--- src/include/iau_defs.vh ---
`ifndef IAU_DEFS_VH
`define IAU_DEFS_VH
// event codes
`define IAU_CODE_NMI 12'h1C0
`define IAU_CODE_IRL_BASE 12'h200
`define IAU_CODE_IRL_STEP 12'h020
`define IAU_CODE_POR 12'h000
// vector offsets and fixed addresses
`define IAU_VEC_INT 32'h00000600
`define IAU_VEC_GEN 32'h00000100
`define IAU_RESET_PC 32'hA0000000
`define IAU_VBR_RST 32'h00000000
// status word field positions
`define IAU_SR_MD 30
`define IAU_SR_RB 29
`define IAU_SR_BL 28
`define IAU_SR_IM_LO 4
`define IAU_SR_IM_HI 7
`define IAU_SR_RST 32'h700000F0
// axi register byte offsets
`define IAU_A_SR 12'h000
`define IAU_A_VBR 12'h004
`define IAU_A_SPC 12'h008
`define IAU_A_SSR 12'h00C
`define IAU_A_EVT 12'h010
`define IAU_A_EVT2 12'h014
`define IAU_A_EXP 12'h018
`define IAU_A_CTL 12'h01C
`define IAU_A_PRIO 12'h020
`define IAU_A_PC 12'h024
// control register bits
`define IAU_CTL_OVR 0
`define IAU_CTL_SLEEP 1
`endif

--- src/rtl/iau_arbiter.v ---
`timescale 1ns/100ps
`include "iau_defs.vh"
// picks highest-level eligible maskable request
module iau_arbiter #(
   parameter N = 8
)(
   // requests
   input wire [N-1:0] req,
   input wire [4*N-1:0] lvl,
   input wire [12*N-1:0] code,
   // winner
   output reg hit,
   output reg [3:0] win_lvl,
   output reg [12*1-1:0] win_code,
   output reg [$clog2(N+1)-1:0] win_idx
);
   integer i;
   always @*
   begin
      hit = 1'b0;
      win_lvl = 4'h0;
      win_code = 12'h000;
      win_idx = {$clog2(N+1){1'b0}};
      for (i = 0; i < N; i = i + 1)
      begin
         // strictly higher wins, lower index keeps ties
         if (req[i] && (!hit || lvl[4*i +: 4] > win_lvl))
         begin
            hit = 1'b1;
            win_lvl = lvl[4*i +: 4];
            win_code = code[12*i +: 12];
            win_idx = i[$clog2(N+1)-1:0];
         end
      end
   end
endmodule

--- src/rtl/iau_sync.v ---
`timescale 1ns/100ps
// two-flop synchroniser per bit
module iau_sync #(
   parameter W = 1
)(
   input wire clk,
   input wire rst_n,
   input wire [W-1:0] d,
   output wire [W-1:0] q
);
   reg [W-1:0] s1_r;
   reg [W-1:0] s2_r;
   always @(posedge clk or negedge rst_n)
   begin
      if (!rst_n)
      begin
         s1_r <= {W{1'b0}};
         s2_r <= {W{1'b0}};
      end
      else
      begin
         s1_r <= d;
         s2_r <= s1_r;
      end
   end
   assign q = s2_r;
endmodule

--- src/rtl/iau_top.v ---
`timescale 1ns/100ps
`include "iau_defs.vh"
module iau_top #(
   parameter NPIN = 2,
   parameter NMOD = 4
)(
   // clock and reset
   input wire REF_CLK,
   input wire RESETN,
   // request pins
   input wire NMI_PIN,
   input wire [3:0] IRL_N,
   input wire [NPIN-1:0] PIN_REQ,
   input wire [NMOD-1:0] MOD_REQ,
   input wire [12*NPIN-1:0] PIN_CODE,
   input wire [12*NMOD-1:0] MOD_CODE,
   // pipeline side
   input wire BOUNDARY,
   input wire [31:0] NEXT_PC,
   input wire [31:0] CUR_PC,
   input wire [31:0] BR_PC,
   input wire [31:0] BR_TGT,
   input wire IN_SLOT,
   input wire BR_TAKEN,
   input wire EXC_REQ,
   input wire EXC_REEXEC,
   input wire EXC_UBRK,
   input wire [11:0] EXC_CODE,
   input wire RET_REQ,
   output reg TAKE,
   output reg [31:0] NEW_PC,
   output reg [31:0] SR_OUT,
   // axi4-lite slave
   input wire [11:0] AWADDR,
   input wire AWVALID,
   output reg AWREADY,
   input wire [31:0] WDATA,
   input wire [3:0] WSTRB,
   input wire WVALID,
   output reg WREADY,
   output reg [1:0] BRESP,
   output reg BVALID,
   input wire BREADY,
   input wire [11:0] ARADDR,
   input wire ARVALID,
   output reg ARREADY,
   output reg [31:0] RDATA,
   output reg [1:0] RRESP,
   output reg RVALID,
   input wire RREADY
);
   localparam NM = NPIN + NMOD + 1;
   reg [31:0] sr_r;
   reg [31:0] vbr_r;
   reg [31:0] spc_r;
   reg [31:0] ssr_r;
   reg [11:0] evt_r;
   reg [11:0] evt2_r;
   reg [11:0] exp_r;
   reg [1:0] ctl_r;
   reg [4*NMOD-1:0] prio_r;
   reg [4*NPIN-1:0] pprio_r;
   wire nmi_s;
   wire [3:0] irl_s;
   wire [NPIN-1:0] pin_s;
   reg nmi_d_r;
   reg nmi_pend_r;
   wire bl = sr_r[`IAU_SR_BL];
   wire [3:0] priority_mask_field = sr_r[`IAU_SR_IM_HI:`IAU_SR_IM_LO];
   wire sleep = ctl_r[`IAU_CTL_SLEEP];
   wire [3:0] irl_lvl = irl_s;

   iau_sync #(.W(1 + 4 + NPIN)) u_sync (
      .clk(REF_CLK),
      .rst_n(RESETN),
      // level inverted ahead of the flops so reset reads as no request
      .d({NMI_PIN, ~IRL_N, PIN_REQ}),
      .q({nmi_s, irl_s, pin_s})
   );

   // request vector: irl, pins, modules
   wire [NM-1:0] req_v;
   wire [4*NM-1:0] lvl_v;
   wire [12*NM-1:0] code_v;
   wire [NM-1:0] elig;
   assign req_v = {MOD_REQ, pin_s, (irl_lvl != 4'h0)};
   assign lvl_v = {prio_r, pprio_r, irl_lvl};
   assign code_v = {MOD_CODE, PIN_CODE, `IAU_CODE_IRL_BASE + {3'h0, irl_lvl, 5'h00}};
   genvar g;
   generate
      for (g = 0; g < NM; g = g + 1)
      begin : g_elig
         // level above mask
         assign elig[g] = req_v[g] && (lvl_v[4*g +: 4] > priority_mask_field);
      end
   endgenerate

   wire hit;
   wire [3:0] win_lvl;
   wire [11:0] win_code;
   wire [$clog2(NM+1)-1:0] win_idx;
   iau_arbiter #(.N(NM)) u_arb (
      .req(elig),
      .lvl(lvl_v),
      .code(code_v),
      .hit(hit),
      .win_lvl(win_lvl),
      .win_code(win_code),
      .win_idx(win_idx)
   );

   // held while bl, unless sleeping
   wire open = !bl || sleep;
   // nmi: mask-free, top priority, override under hold
   wire nmi_go = nmi_pend_r && (open || ctl_r[`IAU_CTL_OVR]);
   wire int_go = BOUNDARY && hit && open && !nmi_go;
   wire is_pin = (win_idx >= 1) && (win_idx <= NPIN);
   // breaks dropped under hold
   wire exc_go = EXC_REQ && !(EXC_UBRK && bl);
   // saved pc choice
   wire [31:0] exc_spc = EXC_REEXEC ? (IN_SLOT ? (BR_TAKEN ? BR_PC : CUR_PC) : CUR_PC)
                                    : (IN_SLOT ? (BR_TAKEN ? BR_TGT : NEXT_PC) : NEXT_PC);
   wire [31:0] sr_ent = sr_r | (32'h1 << `IAU_SR_MD) | (32'h1 << `IAU_SR_RB) | (32'h1 << `IAU_SR_BL);

   // axi state
   reg aw_got_r;
   reg w_got_r;
   reg [11:0] aw_r;
   reg [31:0] wd_r;
   reg [3:0] ws_r;
   wire wr_do = aw_got_r && w_got_r && !BVALID;
   wire [31:0] wmask = {{8{ws_r[3]}}, {8{ws_r[2]}}, {8{ws_r[1]}}, {8{ws_r[0]}}};
   reg wr_ok;
   always @*
   begin
      wr_ok = 1'b1;
      if (aw_r == `IAU_A_SR) wr_ok = 1'b1;
      else if (aw_r == `IAU_A_VBR) wr_ok = 1'b1;
      else if (aw_r == `IAU_A_SPC) wr_ok = 1'b1;
      else if (aw_r == `IAU_A_SSR) wr_ok = 1'b1;
      else if (aw_r == `IAU_A_CTL) wr_ok = 1'b1;
      else if (aw_r == `IAU_A_PRIO) wr_ok = 1'b1;
      else wr_ok = 1'b0;
   end

   // nmi edge latch; set wins over take
   always @(posedge REF_CLK or negedge RESETN)
   begin
      if (!RESETN)
      begin
         nmi_d_r <= 1'b0;
         nmi_pend_r <= 1'b0;
      end
      else
      begin
         nmi_d_r <= nmi_s;
         if (nmi_s && !nmi_d_r)
            nmi_pend_r <= 1'b1;
         else if (nmi_go)
            nmi_pend_r <= 1'b0;
      end
   end

   // reset-initialised state
   always @(posedge REF_CLK or negedge RESETN)
   begin
      if (!RESETN)
      begin
         sr_r <= `IAU_SR_RST;
         vbr_r <= `IAU_VBR_RST;
         exp_r <= `IAU_CODE_POR;
         evt_r <= 12'h000;
         evt2_r <= 12'h000;
         ctl_r <= 2'h0;
         prio_r <= {4*NMOD{1'b0}};
         pprio_r <= {4*NPIN{1'b0}};
         TAKE <= 1'b0;
         NEW_PC <= `IAU_RESET_PC;
         SR_OUT <= `IAU_SR_RST;
      end
      else
      begin
         TAKE <= 1'b0;
         if (nmi_go)
         begin
            evt_r <= `IAU_CODE_NMI;
            sr_r <= sr_ent;
            TAKE <= 1'b1;
            NEW_PC <= vbr_r + `IAU_VEC_INT;
            SR_OUT <= sr_ent;
         end
         else if (int_go)
         begin
            // mask field untouched
            evt_r <= win_code;
            if (is_pin)
               evt2_r <= win_code;
            sr_r <= sr_ent;
            TAKE <= 1'b1;
            NEW_PC <= vbr_r + `IAU_VEC_INT;
            SR_OUT <= sr_ent;
         end
         else if (exc_go)
         begin
            TAKE <= 1'b1;
            if (bl)
               NEW_PC <= `IAU_RESET_PC;
            else
            begin
               exp_r <= EXC_CODE;
               sr_r <= sr_ent;
               NEW_PC <= vbr_r + `IAU_VEC_GEN;
               SR_OUT <= sr_ent;
            end
         end
         else if (RET_REQ)
         begin
            sr_r <= ssr_r;
            TAKE <= 1'b1;
            NEW_PC <= spc_r;
            SR_OUT <= ssr_r;
         end
         else if (wr_do && wr_ok)
         begin
            if (aw_r == `IAU_A_SR)
            begin
               sr_r <= (sr_r & ~wmask) | (wd_r & wmask);
               SR_OUT <= (sr_r & ~wmask) | (wd_r & wmask);
            end
            else if (aw_r == `IAU_A_VBR)
               vbr_r <= (vbr_r & ~wmask) | (wd_r & wmask);
            else if (aw_r == `IAU_A_CTL)
            begin
               if (ws_r[0]) ctl_r <= wd_r[1:0];
            end
            else if (aw_r == `IAU_A_PRIO)
            begin
               prio_r <= wd_r[4*NMOD-1:0];
               pprio_r <= wd_r[4*NMOD +: 4*NPIN];
            end
         end
      end
   end

   // saved copies have no reset
   always @(posedge REF_CLK)
   begin
      if (nmi_go || int_go)
      begin
         spc_r <= NEXT_PC;
         ssr_r <= sr_r;
      end
      else if (exc_go && !bl)
      begin
         spc_r <= exc_spc;
         ssr_r <= sr_r;
      end
      else if (!RET_REQ && wr_do && aw_r == `IAU_A_SPC)
         spc_r <= (spc_r & ~wmask) | (wd_r & wmask);
      else if (!RET_REQ && wr_do && aw_r == `IAU_A_SSR)
         ssr_r <= (ssr_r & ~wmask) | (wd_r & wmask);
   end

   // axi write channels
   always @(posedge REF_CLK or negedge RESETN)
   begin
      if (!RESETN)
      begin
         aw_got_r <= 1'b0;
         w_got_r <= 1'b0;
         aw_r <= 12'h000;
         wd_r <= 32'h00000000;
         ws_r <= 4'h0;
         AWREADY <= 1'b1;
         WREADY <= 1'b1;
         BVALID <= 1'b0;
         BRESP <= 2'h0;
      end
      else
      begin
         if (AWVALID && AWREADY)
         begin
            aw_r <= AWADDR;
            aw_got_r <= 1'b1;
            AWREADY <= 1'b0;
         end
         if (WVALID && WREADY)
         begin
            wd_r <= WDATA;
            ws_r <= WSTRB;
            w_got_r <= 1'b1;
            WREADY <= 1'b0;
         end
         if (wr_do && !(nmi_go || int_go || exc_go || RET_REQ))
         begin
            BVALID <= 1'b1;
            BRESP <= wr_ok ? 2'h0 : 2'h2;
            aw_got_r <= 1'b0;
            w_got_r <= 1'b0;
         end
         if (BVALID && BREADY)
         begin
            BVALID <= 1'b0;
            AWREADY <= 1'b1;
            WREADY <= 1'b1;
         end
      end
   end

   // axi read channel
   always @(posedge REF_CLK or negedge RESETN)
   begin
      if (!RESETN)
      begin
         ARREADY <= 1'b1;
         RVALID <= 1'b0;
         RDATA <= 32'h00000000;
         RRESP <= 2'h0;
      end
      else
      begin
         if (ARVALID && ARREADY)
         begin
            ARREADY <= 1'b0;
            RVALID <= 1'b1;
            RRESP <= 2'h0;
            if (ARADDR == `IAU_A_SR) RDATA <= sr_r;
            else if (ARADDR == `IAU_A_VBR) RDATA <= vbr_r;
            else if (ARADDR == `IAU_A_SPC) RDATA <= spc_r;
            else if (ARADDR == `IAU_A_SSR) RDATA <= ssr_r;
            else if (ARADDR == `IAU_A_EVT) RDATA <= {20'h00000, evt_r};
            else if (ARADDR == `IAU_A_EVT2) RDATA <= {20'h00000, evt2_r};
            else if (ARADDR == `IAU_A_EXP) RDATA <= {20'h00000, exp_r};
            else if (ARADDR == `IAU_A_CTL) RDATA <= {30'h00000000, ctl_r};
            else if (ARADDR == `IAU_A_PRIO)
               RDATA <= {{(32-4*NMOD-4*NPIN){1'b0}}, pprio_r, prio_r};
            else if (ARADDR == `IAU_A_PC) RDATA <= NEW_PC;
            else
            begin
               RDATA <= 32'h00000000;
               RRESP <= 2'h2;
            end
         end
         else if (RVALID && RREADY)
         begin
            RVALID <= 1'b0;
            ARREADY <= 1'b1;
         end
      end
   end
endmodule

--- config.mk ---
export PLATFORM = sky130hd
export DESIGN_NAME = iau_top
export DESIGN_NICKNAME = d
export VERILOG_FILES = /design/src/rtl/iau_arbiter.v /design/src/rtl/iau_sync.v /design/src/rtl/iau_top.v
export VERILOG_INCLUDE_DIRS = /design/src /design/src/include
export SDC_FILE = /design/constraint.sdc
export NUM_CORES = 1
export LEC_CHECK = 0
export ABC_AREA = 0
export BUFFER_PORTS_ARGS = -buffer_cell sky130_fd_sc_hd__buf_4
export CORE_MARGIN = 2
export CORE_UTILIZATION = 35
export CTS_CLUSTER_SIZE = 30
export DETAILED_ROUTE_END_ITERATION = 10
export MAX_ROUTING_LAYER = met4
export SLEW_MARGIN = 10
export SYNTH_ARGS = -nofsm -noshare
export SYNTH_HDL_FRONTEND = slang
export SYNTH_SLANG_ARGS = --single-unit
--- constraint.sdc ---
create_clock -name REF_CLK -period 12.15 [get_ports REF_CLK]
set_input_delay 1.215 -clock REF_CLK [delete_from_list [all_inputs] [get_ports REF_CLK]]
set_output_delay 1.215 -clock REF_CLK [all_outputs]
set_load 0.05 [all_outputs]
### After elaboration in Yosys (flattened, before gate mapping)

Index checks and enable logic that the tools add are counted.
W data, S select, Z words.

* memory bits (writable): 0
* register bits after elaboration: 362
* logic and storage cells: 273
* ROM bits: 0
* memories kept: 0
* input bits: 297
* bits in latches: 0

* reduce and logical (&&, ||, !) cells: 85
* $mul: 0
* magnitude comparators: 15
* bitwise gates (word level): 19
* muxes and demuxes: 103
* shifts and indexed selects: 0
* add/sub/neg operators: 3
* divide/modulo/power cells: 0
* equality and inequality tests: 16

Operators by type and width (count)
* $mux W32: 35
* $and A32 B32 Y32: 5
* $or A32 B32 Y32: 4
* $mux W12: 8
* $mux W31: 3
* $eq A12 B5 Y1 const B: 5
* $gt A4 B4 Y1: 13
* $eq A12 B4 Y1 const B: 4
* $eq A12 B6 Y1 const B: 3
* $logic_and A1 B1 Y1: 34
* $mux W1: 34
* $add A32 B11 Y32 const B: 1
* $add A32 B9 Y32 const B: 1
* $not A32 Y32: 1
* $mux W2: 13
* $eq A12 B3 Y1 const B: 2
* $logic_not A12 Y1: 2
* $mux W4: 6
* $reduce_bool A2 Y1: 10
* $reduce_and A9 Y1: 2
* $logic_not A1 Y1: 13
* $add A10 B9 Y11 const A: 1
* $logic_or A1 B1 Y1: 11
* $mux W11: 1
* 15 further kinds: 29

### Logic depth before layout (Yosys ltp)

* depth after elaboration: 37
* mapped depth: 59
* mapped depth without buffers: 53

### By module

Synthesis repeated with hierarchy kept, for this count alone.

* cell total of the unflattened synthesis: 2220
* area total of the unflattened synthesis: 21789.6 sq um

By module, submodules not included
* iau_top: times used 1, cells each 1905, sequential area each 8949.8 sq um, area an instance 19336.0 sq um
* iau_arbiter: times used 1, cells each 301, sequential area each 0.0 sq um, area an instance 2103.3 sq um
* iau_sync: times used 1, cells each 14, sequential area each 350.3 sq um, area an instance 350.3 sq um

### Least setup slack after synthesis

Ideal clock, no wire load.

* path kind: register -> register
* from: reg sr_r[7]
* to: reg evt_r[6]
* path slack: 1.766 ns
* stages on the path, launching flop included: 57
* arrival: 10.261 ns
* period minus slack after synthesis: 10.384 ns
* path through: dfstp_2 -> inv_1 -> ha_1 -> a41oi_1 -> o21a_1 -> nand2_1 -> ha_1 -> nor2b_1 -> o21ai_0 -> a21oi_1 -> o21a_1 -> buf_2 -> a22oi_1 -> ha_1 -> o21ai_0 -> a21oi_1 -> o21a_1 -> a21o_1 -> [21 not listed] -> nor2b_1 -> o21a_1 -> o21a_1 -> o211ai_1 -> o21a_1 -> buf_1 -> mux2_2 -> ha_1 -> nor2b_1 -> o21a_1 -> o21a_1 -> o211ai_1 -> o31ai_1 -> clkbuf_1 -> clkbuf_1 -> nand2_1 -> o22ai_1 -> a21oi_1

* word-level cells in the longest chain between the ends: 31

Ends and longest elaborated chain
* start, declared: RTL line iau_top.v:53 `reg [31:0] sr_r;`
* start signal, assigned: RTL line iau_top.v:169 `` sr_r <= `IAU_SR_RST; ``
* start signal, assigned: RTL line iau_top.v:187 `sr_r <= sr_ent;`
* start signal, assigned: RTL line iau_top.v:198 `sr_r <= sr_ent;`
* $gt A4 B4 Y1: RTL line iau_top.v:94 `assign elig[g] = req_v[g] && (lvl_v[4*g +: 4] > priority_mask_field);`
* $logic_and A1 B1 Y1: RTL line iau_top.v:94
* $mux W4 / $mux W1 (equally long branches): RTL line iau_arbiter.v:27 `if (req[i] && (!hit || lvl[4*i +: 4] > win_lvl))`
* $gt A4 B4 Y1 / $logic_not A1 Y1 (equally long branches): RTL line iau_arbiter.v:27
* $logic_or A1 B1 Y1: RTL line iau_arbiter.v:27
* $logic_and A1 B1 Y1: RTL line iau_arbiter.v:27
* $mux W4 / $mux W1 (equally long branches): RTL line iau_arbiter.v:27
* $gt A4 B4 Y1 / $logic_not A1 Y1 (equally long branches): RTL line iau_arbiter.v:27
* [13 not listed]
* $logic_and A1 B1 Y1: RTL line iau_arbiter.v:27
* $mux W4 / $mux W1 (equally long branches): RTL line iau_arbiter.v:27
* $gt A4 B4 Y1 / $logic_not A1 Y1 (equally long branches): RTL line iau_arbiter.v:27
* $logic_or A1 B1 Y1: RTL line iau_arbiter.v:27
* $logic_and A1 B1 Y1: RTL line iau_arbiter.v:27
* $mux W1: RTL line iau_arbiter.v:27
* $logic_and A1 B1 Y1 (3 in a row): RTL line iau_top.v:116 `wire int_go = BOUNDARY && hit && open && !nmi_go;`
* $reduce_bool A2 Y1 (no line)
* end signal, assigned: RTL line iau_top.v:186 `` evt_r <= `IAU_CODE_NMI; ``
* end signal, assigned: RTL line iau_top.v:195 `evt_r <= win_code;`
* end, declared: RTL line iau_top.v:57 `reg [11:0] evt_r;`

Parallel ways exist; a longest one is shown, timed or not. The select of a mux whose other input is x is not followed.
A chain may end at the register's enable or synchronous reset.

### Final worst setup path

* from: reg sr_r[7]
* to: reg evt2_r[4]

* word-level cells in the longest chain between the ends: 31

Ends and longest elaborated chain
* branches (longest 31 deep; another with $gt A4 B4 Y1)
* end signal, assigned: RTL line iau_top.v:197 `evt2_r <= win_code;`
* end, declared: RTL line iau_top.v:58 `reg [11:0] evt2_r;`

Parallel ways; which one is timed is not known.

==> out/results.txt <==
The maximum number of pins on one net before global-route repair is 153. In this run, synthesis produced a sequential element count of 358. Worst min-delay path class: register to register. The tools report the remaining number of nets flagged by the antenna check after routing as 0. For this run, design rule violations remaining after detail routing come to 0. The run finished with clean final reports. The tools report the worst hold path endpoint as u_sync.q[6]. Setup violations remaining at the end of the flow were counted as 0. The logs give 358 for the number of sinks on the clock net and 1 for the initial antenna violation count. The final critical-path required period was 11.25 ns; the standby leakage power was 11.19 nW. Sorting the synthesized cells by area gives the leading types as sky130_fd_sc_hd__dfrtp_1 (34%), sky130_fd_sc_hd__edfxtp_1 (9.4%), sky130_fd_sc_hd__mux2_2 (6.3%).

For this configuration, the core starts out at a cell density of 35.47%. For this run the aggregate overflow at the end of global routing stands at 0. The number of optimization iterations in the first detailed-route pass is 9. For this run, the number of Yosys warnings is 0. The worst register-to-register path ends at evt2_r[4].

The worst setup path is captured at a register. In the layout the commonest cells are sky130_fd_sc_hd__buf_4 (432), sky130_fd_sc_hd__nand2_1 (295), sky130_fd_sc_hd__dfrtp_1 (277), sky130_fd_sc_hd__o21ai_0 (250), sky130_fd_sc_hd__a21oi_1 (165). For the global-route wire length before repair, the log shows 119800 microns. The critical path required time was 12.58 ns; the number of filler instances in the final layout was 5585. The worst register-to-register path begins at sr_r[7]. At the pin with the least slew margin, the transition time is 1.241 ns. After routing the design area is 25540 sq um. After synthesis, the netlist uses 78 different library cells. The tools report the max-slew violation count as 0. The die covers 60530 sq um.

The tools report the source of the worst hold timing path as u_sync.s1_r[6]. Derived from the worst setup path, the maximum achievable clock frequency is 88.88 MHz. Via count of the routed design: 18.88k.

The final routed wire length divided by cell count works out to 24.79 microns. The synthesis-to-finish area growth was 24.59%. Cell with the most instances on the worst path: sky130_fd_sc_hd__o21a_1.

The tools report the number of placed I/O pins as 403. Setup total negative slack on the finished layout was measured at 0 ns. The mean post-synth cell area is 9.544 sq um. The number of hold violations in the final report is 0. The worst hold slack is 0.3537 ns, and the max-slew headroom at the worst pin is 17.09%.

In this run, placement finished with an instance count of 3191. Setup repair after global routing left no endpoint under its margin. Clock tree synthesis inserted a total of 43 buffers.

The number of global-route vias before repair is 18.56k. Clock-pin slew was measured on the worst setup and hold paths at 0.06 ns. Yosys mapped a number of flops with a built-in enable equal to 64. The worst setup path is launched from a register.

Summing all multi-input logic gate instances after layout gives 10420 sq um. The area fraction of the dominant cell type after synthesis was 33.81%. Mean number of vias per cell: 5.775.

The data arrival at the endpoint of the critical path is 11.68 ns. Global-route total usage across every layer: 26.99%. In this run the vertical extent of the chip is 246.0 microns.

The core region is 57810 sq um. Storage element area: 9300 sq um. The repair_antennas step left the layout with diodes totalling 0.

Once detailed placement completed, the half-perimeter wirelength came to 58910 microns. The delay of the slowest critical-path stage was 0.57 ns; the floorplan die width was 246.0 microns. Measured in cells, the most critical reg-to-reg path has a length of 48.

The worst-case setup margin in the final layout is 0.8988 ns. The slowest library cell on the worst path is sky130_fd_sc_hd__dfstp_2. Counting instances, the worst hold path has a depth of 0.

The most used flip-flop cell after synthesis is sky130_fd_sc_hd__dfrtp_1. For the sequential fraction of the synthesis area, the log shows 45.36%. Commonest non-fill, non-tap cell in the layout: sky130_fd_sc_hd__buf_4.

The async set-reset flop share out of synthesis works out to 82.12%. The reg-to-reg setup timing slack was 0.90 ns; the final cycle utilization of the critical path was 92.60%. For the worst-skew pair later-pin latency, the log shows 0.57 ns. The run gives 2148 as the synthesized instance count. At the end of routability-driven placement, the weighted congestion stood at 0.9083.

The floorplan has 88 rows. In the final layout, the share of cells above drive strength 1 is 27.80%. Once layout is complete, the cells apart from fillers number 3269. The final clock skew is 0.01615 ns, and the total placed instance area is 24170 sq um. Across the run, the number of max-cap violations was 0. Biggest area consumer among synthesized cells: sky130_fd_sc_hd__dfrtp_1. TritonCTS built the clock tree. In the final design database the tool counted 2823 nets. IR analysis of the VDD net gives a maximum drop of 0.1134 mV.

The final layout contains routed wiring with a total length of 81050 microns. The logs give 1818 for the number of DRC violations after detailed-routing iteration 0 and 3 for the maximum root-to-sink buffer count. The tree is rooted in a sky130_fd_sc_hd__clkbuf_16. The count of port buffers added during placement was 400; the worst setup slack after placement was 0.5912 ns.

Summing every instance area after synthesis gives 20500 sq um. In this run the worst path has a maximum fanout of 24. The critical path in this run is classified as register to register.

Dividing total power by cell area gives a power density of 242.1 nW/um^2. In this run the number of H-tree levels came out at 2.
synth_stat cells, types with 4 or more instances:
master / instances
sky130_fd_sc_hd__o21a_1: 23
sky130_fd_sc_hd__a32oi_1: 10
sky130_fd_sc_hd__mux4_2: 35
sky130_fd_sc_hd__a221o_1: 10
sky130_fd_sc_hd__a21oi_1: 166
sky130_fd_sc_hd__ha_1: 55
sky130_fd_sc_hd__dfstp_2: 17
sky130_fd_sc_hd__a22oi_1: 18
sky130_fd_sc_hd__nor2b_1: 18
sky130_fd_sc_hd__buf_4: 4
sky130_fd_sc_hd__nand2_1: 299
sky130_fd_sc_hd__xnor2_1: 4
sky130_fd_sc_hd__a221oi_1: 44
sky130_fd_sc_hd__a31oi_1: 11
sky130_fd_sc_hd__nand4_1: 18
sky130_fd_sc_hd__nor3_1: 10
sky130_fd_sc_hd__a222oi_1: 5
sky130_fd_sc_hd__nand2b_1: 36
sky130_fd_sc_hd__a211oi_1: 16
sky130_fd_sc_hd__nor4_1: 9
sky130_fd_sc_hd__clkbuf_1: 130
sky130_fd_sc_hd__and3_1: 12
sky130_fd_sc_hd__buf_1: 9
sky130_fd_sc_hd__dfrtp_1: 277
sky130_fd_sc_hd__buf_2: 13
sky130_fd_sc_hd__o211ai_1: 44
sky130_fd_sc_hd__nor3b_1: 4
sky130_fd_sc_hd__nand3_1: 46
sky130_fd_sc_hd__mux2_2: 114
sky130_fd_sc_hd__edfxtp_1: 64
sky130_fd_sc_hd__mux2i_1: 29
sky130_fd_sc_hd__mux2_1: 20
sky130_fd_sc_hd__o21ai_0: 251
sky130_fd_sc_hd__or2_2: 4
sky130_fd_sc_hd__a21o_1: 19
sky130_fd_sc_hd__o22ai_1: 11
sky130_fd_sc_hd__inv_1: 60
sky130_fd_sc_hd__nor2_1: 166
sky130_fd_sc_hd__and2_1: 4
logic make-up (layout without fill, tap and decap cells):
| group | after synthesis | count (layout) | share of synthesized area (%) |
|---|---|---|---|
| compound gates | 665 | 665 | 20.12 |
| simple gates | 645 | 645 | 13.97 |
| flops | 358 | 358 | 45.36 |
| buf+inv | 218 | 573 | 4.181 |
| mux | 199 | 199 | 12.69 |
| fa+ha+maj | 55 | 55 | 3.357 |
| xor+xnor | 7 | 7 | 0.2991 |
| other cells | 1 | 2 | 0.01829 |
worst max path at each step:
stage / start / endpoint / slack, ns / depth (start not counted)
finish: sr_r[7] / evt2_r[4] / 0.90 / 48
global route: sr_r[7] / evt_r[5] / 0.03 / 51
CTS: sr_r[7] / evt2_r[4] / 0.49 / 50
detailed placement: sr_r[7] / evt2_r[3] / 0.59 / 50
global placement: sr_r[5] / evt2_r[11] / 0.99 / 52
floorplan: sr_r[7] / evt_r[6] / 1.77 / 56
routing by layer:
layer,track usage [%],wire length [microns],vias up
met2,42.75,38140,828
met5,-,0,-
met3,4.336,5766,114
met1,35.78,35060,9446
met4,7.504,2086,0
li1,-,-,8489
critical path, delay by kind of cell, from the launching register on:
family	cells	cell delay, ns
AOI/OAI and AO/OA	27	5.05
adders and majority gates	7	2.10
and+or+nand+nor	10	2.04
muxes	3	1.14
DFF	1	0.57
buffers and inverters	1	0.20
power by group:
| part | total (mW) | switching [mW] | internal, mW | leakage [nW] |
|---|---|---|---|---|
| Combinational | 2.74 | 1.81 | 0.936 | 6.16 |
| Sequential | 2.16 | 0.424 | 1.74 | 4.37 |
| Clock | 1.28 | 0.531 | 0.746 | 0.659 |
| Total | 6.18 | 2.76 | 3.42 | 11.2 |
metrics by stage:
stage	power, mW	utilization [%]
finish	6.183	44.19
global route	6.529	44.19
CTS	6.177	44.16
detailed placement	4.883	41.81
global placement	4.815	41.81
floorplan	3.840	-
final cells by class:
| class | instances | area share, % |
|---|---|---|
| inverters | 61 | 0.8964 |
| well taps | 765 | 3.747 |
| clock inverters | 17 | 0.6319 |
| repair buffers | 434 | 12.83 |
| clock buffers | 61 | 4.673 |
| flip-flops and latches | 358 | 36.41 |
| multi-input cells | 1573 | 40.81 |
what timing repair did:
item | 4_1_cts | 5_1_grt
setup endpoints to repair | 0 | 15
hold buffers | 0 | 0
resized for setup | 0 | 4
endpoints found under the hold margin | 0 | 0
buffers inserted | 0 | 0
No activity file was read; power rests on OpenSTA's default activity.
